**src/verilog/host_ctrl_consts.vh**
```
// Constants for the host controller reset and sideband block.
// Assumes inclusion by bare name from the design file.
`ifndef HOST_CTRL_CONSTS_VH
`define HOST_CTRL_CONSTS_VH

// Target address of the second I2C port
`define TARGET_I2C_ADDR 7'h38
// Bit positions of the pin inputs in the synchroniser
`define SYNC_WIDTH 5
`define SYNC_LINK 0
`define SYNC_FLIP 1
`define SYNC_ATTACH 2
`define SYNC_HOLD 3
`define SYNC_BOOTED 4

`endif

```
**src/verilog/host_ctrl_reset_and_sideband.v**
```verilog
// Reset sequencing, target I2C status port and sideband mux control levels for a host data controller.
// Assumes a configuration loader that reports busy/done, an I2C target core upstream, one 25 MHz clock.
//
// Function
// - Device reads its flash configuration before the host controller may fetch firmware.
// - Host controller held in reset via dedicated output until configuration loaded and, when hold is requested, until the system has booted.
// - Second I2C port is a target answering address 0x38.
// - On connection, interrupt host; host then reads data status over I2C.
// - Orientation output drives both channel selects of sideband mux.
// - Display mode enables aux path; host link mode enables low-speed path.
`timescale 1ns/1ps
`include "host_ctrl_consts.vh"

module host_ctrl_reset_and_sideband #(
    parameter STATUS_WIDTH = 8
) (
    // Clock and reset
    input wire clk,
    input wire rst,
    // Configuration load from shared flash
    input wire cfg_load_done,
    output reg cfg_load_start,
    output reg flash_owned_by_device,
    // Host controller reset and boot gating
    input wire hold_until_boot,
    input wire system_booted,
    output reg host_ctrl_rst_l,
    // Second target I2C port, address phase and read data
    input wire addr_valid,
    input wire [6:0] addr_byte,
    input wire [STATUS_WIDTH-1:0] data_status,
    output reg addr_ack,
    output reg [STATUS_WIDTH-1:0] read_data,
    output reg host_irq_l,
    // Connection and mode inputs
    input wire cable_attached,
    input wire cable_flipped,
    input wire display_mode,
    input wire host_link_mode,
    input wire status_read_done,
    // Sideband multiplexer controls
    output reg sideband_select_a,
    output reg sideband_select_b,
    output reg aux_path_enable,
    output reg lowspeed_path_enable
);

    // Sequencer state codes
    localparam [1:0] SEQ_IDLE = 2'h0;
    localparam [1:0] SEQ_LOAD = 2'h1;
    localparam [1:0] SEQ_HOLD = 2'h2;
    localparam [1:0] SEQ_RUN = 2'h3;

    // Sequencer state
    reg [1:0] state;
    reg [1:0] next_state;

    // Pin inputs and their synchronised copies
    wire [`SYNC_WIDTH-1:0] pin_raw;
    wire [`SYNC_WIDTH-1:0] sync;
    wire attached;
    wire flipped;
    wire link_mode;
    wire hold_req;
    wire booted;

    // Derived conditions
    reg attached_prev;
    wire attach_rise;
    wire boot_gate_open;

    // Next values of the registered outputs
    reg next_cfg_load_start;
    reg next_flash_owned;
    reg next_host_ctrl_rst_l;
    reg next_addr_ack;
    reg [STATUS_WIDTH-1:0] next_read_data;
    reg next_host_irq_l;
    reg next_select;
    reg next_aux_path_enable;
    reg next_lowspeed_path_enable;

    // Pins gathered in synchroniser order
    assign pin_raw[`SYNC_LINK] = host_link_mode;
    assign pin_raw[`SYNC_FLIP] = cable_flipped;
    assign pin_raw[`SYNC_ATTACH] = cable_attached;
    assign pin_raw[`SYNC_HOLD] = hold_until_boot;
    assign pin_raw[`SYNC_BOOTED] = system_booted;

    // Two flip-flops per pin; only the second stage is read
    genvar i;
    generate
        for (i = 0; i < `SYNC_WIDTH; i = i + 1) begin : pin_sync
            reg meta;
            reg stage;
            always @(posedge clk or posedge rst) begin
                if (rst) begin
                    meta <= 1'b0;
                    stage <= 1'b0;
                end else begin
                    meta <= pin_raw[i];
                    stage <= meta;
                end
            end
            assign sync[i] = stage;
        end
    endgenerate

    // Named views of the synchronised pins
    assign attached = sync[`SYNC_ATTACH];
    assign flipped = sync[`SYNC_FLIP];
    assign link_mode = sync[`SYNC_LINK];
    assign hold_req = sync[`SYNC_HOLD];
    assign booted = sync[`SYNC_BOOTED];

    // Release waits for the boot handshake only when hold is requested
    assign boot_gate_open = !hold_req || booted;
    assign attach_rise = attached && !attached_prev;

    // Next state: load once per reset, then wait for the boot gate
    always @* begin
        next_state = state;
        case (state)
            SEQ_IDLE: begin
                next_state = SEQ_LOAD;
            end
            SEQ_LOAD: begin
                if (cfg_load_done)
                    next_state = SEQ_HOLD;
            end
            SEQ_HOLD: begin
                if (boot_gate_open)
                    next_state = SEQ_RUN;
            end
            SEQ_RUN: begin
                next_state = SEQ_RUN;
            end
            default: begin
                next_state = SEQ_IDLE;
            end
        endcase
    end

    // Sequencer outputs: load start decoded from the current state, flash ownership and reset from the state being entered
    always @* begin
        next_cfg_load_start = (state == SEQ_IDLE);
        // Device keeps the flash until its load completes
        next_flash_owned = (next_state == SEQ_IDLE) || (next_state == SEQ_LOAD);
        // Host controller stays in reset until the sequencer runs
        next_host_ctrl_rst_l = (next_state == SEQ_RUN);
    end

    always @(posedge clk or posedge rst) begin
        if (rst) begin
            state <= SEQ_IDLE;
            cfg_load_start <= 1'b0;
            flash_owned_by_device <= 1'b1;
            host_ctrl_rst_l <= 1'b0;
        end else begin
            state <= next_state;
            cfg_load_start <= next_cfg_load_start;
            flash_owned_by_device <= next_flash_owned;
            host_ctrl_rst_l <= next_host_ctrl_rst_l;
        end
    end

    // Target port: ack only own address, return current status
    always @* begin
        next_addr_ack = addr_valid && (addr_byte == `TARGET_I2C_ADDR);
        next_read_data = data_status;
    end

    always @(posedge clk or posedge rst) begin
        if (rst) begin
            addr_ack <= 1'b0;
            read_data <= {STATUS_WIDTH{1'b0}};
        end else begin
            addr_ack <= next_addr_ack;
            read_data <= next_read_data;
        end
    end

    // Interrupt on attach, held until the host reads status or the cable detaches; a new attach wins over a clear
    always @* begin
        next_host_irq_l = host_irq_l;
        if (attach_rise)
            next_host_irq_l = 1'b0;
        else if (status_read_done || !attached)
            next_host_irq_l = 1'b1;
    end

    always @(posedge clk or posedge rst) begin
        if (rst) begin
            attached_prev <= 1'b0;
            host_irq_l <= 1'b1;
        end else begin
            attached_prev <= attached;
            host_irq_l <= next_host_irq_l;
        end
    end

    // Mux controls as steady levels, all cleared on detach
    always @* begin
        next_select = attached && flipped;
        next_aux_path_enable = attached && display_mode;
        next_lowspeed_path_enable = attached && link_mode;
    end

    // Both channel selects follow one orientation decision
    always @(posedge clk or posedge rst) begin
        if (rst) begin
            sideband_select_a <= 1'b0;
            sideband_select_b <= 1'b0;
        end else begin
            sideband_select_a <= next_select;
            sideband_select_b <= next_select;
        end
    end

    // Path enables, one per mode
    always @(posedge clk or posedge rst) begin
        if (rst) begin
            aux_path_enable <= 1'b0;
            lowspeed_path_enable <= 1'b0;
        end else begin
            aux_path_enable <= next_aux_path_enable;
            lowspeed_path_enable <= next_lowspeed_path_enable;
        end
    end

endmodule // host_ctrl_reset_and_sideband
```
**config.mk**
```make
export PLATFORM = sky130hd
export DESIGN_NAME = host_ctrl_reset_and_sideband
export DESIGN_NICKNAME = d
export VERILOG_FILES = /design/src/verilog/host_ctrl_reset_and_sideband.v
export VERILOG_INCLUDE_DIRS = /design/src /design/src/verilog
export SDC_FILE = /design/constraint.sdc
export NUM_CORES = 1
export LEC_CHECK = 0
export BUFFER_PORTS_ARGS = -buffer_cell sky130_fd_sc_hd__buf_2
export CAP_MARGIN = 20
export CELL_PAD_IN_SITES_DETAIL_PLACEMENT = 1
export CELL_PAD_IN_SITES_GLOBAL_PLACEMENT = 2
export CORE_UTILIZATION = 25
export DETAILED_ROUTE_END_ITERATION = 16
export PLACE_DENSITY = 0.74
export SYNTH_ARGS = -nofsm -noshare
export SYNTH_HDL_FRONTEND = slang
export SYNTH_SLANG_ARGS = --single-unit
```
**constraint.sdc**
```tcl
create_clock -name clk -period 1 [get_ports clk]
set_clock_uncertainty 0.15 [all_clocks]
set_input_delay 0.1 -clock clk [delete_from_list [all_inputs] [get_ports clk]]
set_output_delay 0.1 -clock clk [all_outputs]
set_load 0.1 [all_outputs]
```
==> flow_summary.json <==
{
  "timing.fmax_mhz": 726.0,
  "rsz0062_at_grt": "yes",
  "drc_errors": 0,
  "viasPerCell": 3.884,
  "wl_met2_mm": 1.060,
  "synth_seq_cells": 29,
  "synth_fp_nets": 73,
  "cts_max_level": 2,
  "clockRootBuffer": "clkbuf_4",
  "netlist_area_um2": 838.3,
  "start_kind": "flop",
  "crit_fanout": 2,
  "ys_types": 15,
  "cts-buffers-inserted": 5,
  "grt_util_all_layers": 0.1287,
  "cts_setup_buffers": 0,
  "critPathKind": "flop to primary output",
  "initial_core_util": 0.2680,
  "failed_checks": "negative hold slack, negative setup slack",
  "regMostFlops": "read_data",
  "area_growth_pct": 100.4,
  "synth-seq-area-share": 0.8687,
  "critPathRequiredTime_ps": 750,
  "wl_met1_um": 669,
  "hpwl_mm": 1.356,
  "wl_met3_um": 139,
  "relSlewSlack": 0.8383,
  "arrival_ps": 1130,
  "yosys_warnings": 0,
  "layout_setup_ws_ps": -377.5,
  "die_height_um": 59.91,
  "design.core.area_um2": 3128,
  "antenna_left": 0,
  "finalHoldViolCount": 1,
  "path_cells": "buf_12",
  "p_per_area_nw_per_um2": 1464,
  "synthCells": 47,
  "min_period_over_period": 1.377,
  "cts_sinks": 29,
  "worstHoldPathType": "input pin to flop",
  "clk_latency_ps": 320,
  "largestRegisters": "read_data x8, pin_sync.meta x5, state x2",
  "worst_pin_slew_ps": 239.3,
  "die_area_um2": 3589,
  "status": "complete, but fails checks",
  "num_rows": 20,
  "ir_drop_mv": 0.8703,
  "drive_gt1_frac": 0.5917,
  "first_pass_iters": 3,
  "path_clk_slew_ps": 90,
  "p_leak_uw": 0.0007482,
  "whs_ps": -102.9,
  "setup_viol": 18,
  "grt_pass1_wl_mm": 3.077,
  "ctsHoldBuffers": 21,
  "fin_area_um2": 1680,
  "synth_area_per_cell_um2": 17.84,
  "finalMaxSlewViolations": 0,
  "top_level_ports": 43,
  "antenna_found_initial": 0,
  "grt_max_degree": 12,
  "critPathMaxStageDelay_ps": 640,
  "final_nets": 145,
  "fin_crit_ps": 1377,
  "critPathBufInv": 1,
  "endpoint_kind": "primary output",
  "final.setup.tns_ps": -3352,
  "wl_per_cell_um": 11.71,
  "die_w_um": 59.91,
  "cts_max_path_buffers": 2,
  "r2r_slack_ps": -60,
  "maxCapViolCount": 0,
  "grt.overflow.total": 0,
  "slowest_stage": "dfstp_4",
  "top_layer": "met4",
  "dpl_cell_area_um2": 1401,
  "routed_wl_mm": 1.920,
  "antennaDiodeCount": 0,
  "largest_reg_flops": 8,
  "io_buffers": 42,
  "cts_tree": "done",
  "grt_pass1_vias": 682,
  "cpLargestDelayFamily": "flip-flops",
  "drtIter0Drc": 5,
  "gp_congestion": 0.5950,
  "routed-via-count": 637
}
==> stage by stage <==
step | total power, uW | util | cells | setup slack [ps]
4_1_cts | 2506 | 0.5340 | 164 | -403.5
2_1_floorplan | 1504 | - | 47 | -122.9
3_5_place_dp | 1707 | 0.4480 | 135 | -42.93
3_3_place_gp | 1694 | 0.4480 | 135 | -24.03
6_report | 2460 | 0.5372 | 164 | -377.5
5_1_grt | 2589 | 0.5372 | 164 | -425.9
==> report_power, final <==
part | switching (uW) | leakage (uW) | internal, uW
Sequential | 32.6 | 0.000320 | 1230
Clock | 372 | 0.0000326 | 346
Combinational | 273 | 0.000395 | 209
Total | 677 | 0.000748 | 1780
==> cells in the mapped netlist, drive strengths merged <==
library cell	n	share of area
nand4b	1	0.010
nor2	2	0.0090
nor4bb	1	0.012
o21ai	1	0.0060
nor4	1	0.015
nand2b	1	0.0075
dfrtp	27	0.81
a21oi	1	0.0060
buf	1	0.0090
dfstp	2	0.063
nand2	1	0.0045
inv	3	0.013
and2	3	0.022
nor3b	1	0.0090
a31oi	1	0.0075
==> path summary, 6_finish.rpt <==
check,startpoint,end,depth (start not counted)
worst max-delay path,host_irq_l,host_irq_l,1
worst min register to register,pin_sync[4].meta,booted,0
max in group asynchronous,rst,host_irq_l,4
worst min-delay path,addr_byte[6],addr_ack,3
min in group asynchronous,rst,sideband_select_b,4
worst max register to register,state[0],state[0],2
==> routing by layer <==
| metal | vias up | GRT usage |
|---|---|---|
| met4 | 0 | 0.09967 |
| met3 | 7 | 0.05411 |
| li1 | 295 | - |
| met5 | - | 0 |
| met2 | 37 | 0.2317 |
| met1 | 298 | 0.1099 |
==> tightest hold or removal path, stage by stage <==
cell	delay [ps]
buf_2	80
nand4b_1	110
nor4_2	50
==> area by class of cell <==
cell class                 count  area [um2]
multi-input combinational     14       100.1
tap                           44       55.05
fill                         306        1448
timing repair buffer          66       698.2
clock buffer                   8       58.81
sequential                    29       757.0
inverter                       3       11.26
==> kinds of logic (layout without fill, tap and decap cells) <==
| kind of cell | count (synthesis) | after routing | synth area share |
|---|---|---|---|
| AO/OA/AOI/OAI | 3 | 3 | 0.01940 |
| AND/OR/NAND/NOR | 11 | 11 | 0.08956 |
| flip-flops | 29 | 29 | 0.8687 |
| buffers and inverters | 4 | 77 | 0.02239 |
==> cell usage in the layout, fill, tap and decap left out, drive strengths merged, types with 2 or more instances in the layout <==
| cell type | Yosys | final |
|---|---|---|
| dfrtp | 27 | 27 |
| and2 | 3 | 3 |
| inv | 3 | 3 |
| nor2 | 2 | 2 |
| dlygate4sd3 | 0 | 21 |
| clkbuf | 0 | 8 |
| dfstp | 2 | 2 |
| buf | 1 | 45 |
==> repair_timing <==
item,4_1_cts,5_1_grt
cloned,0,0
resized for setup,0,3
pin swaps,1,0
endpoints found under the hold margin,48,1
setup endpoints to repair,18,20
No activity file was read; power rests on OpenSTA's default activity.
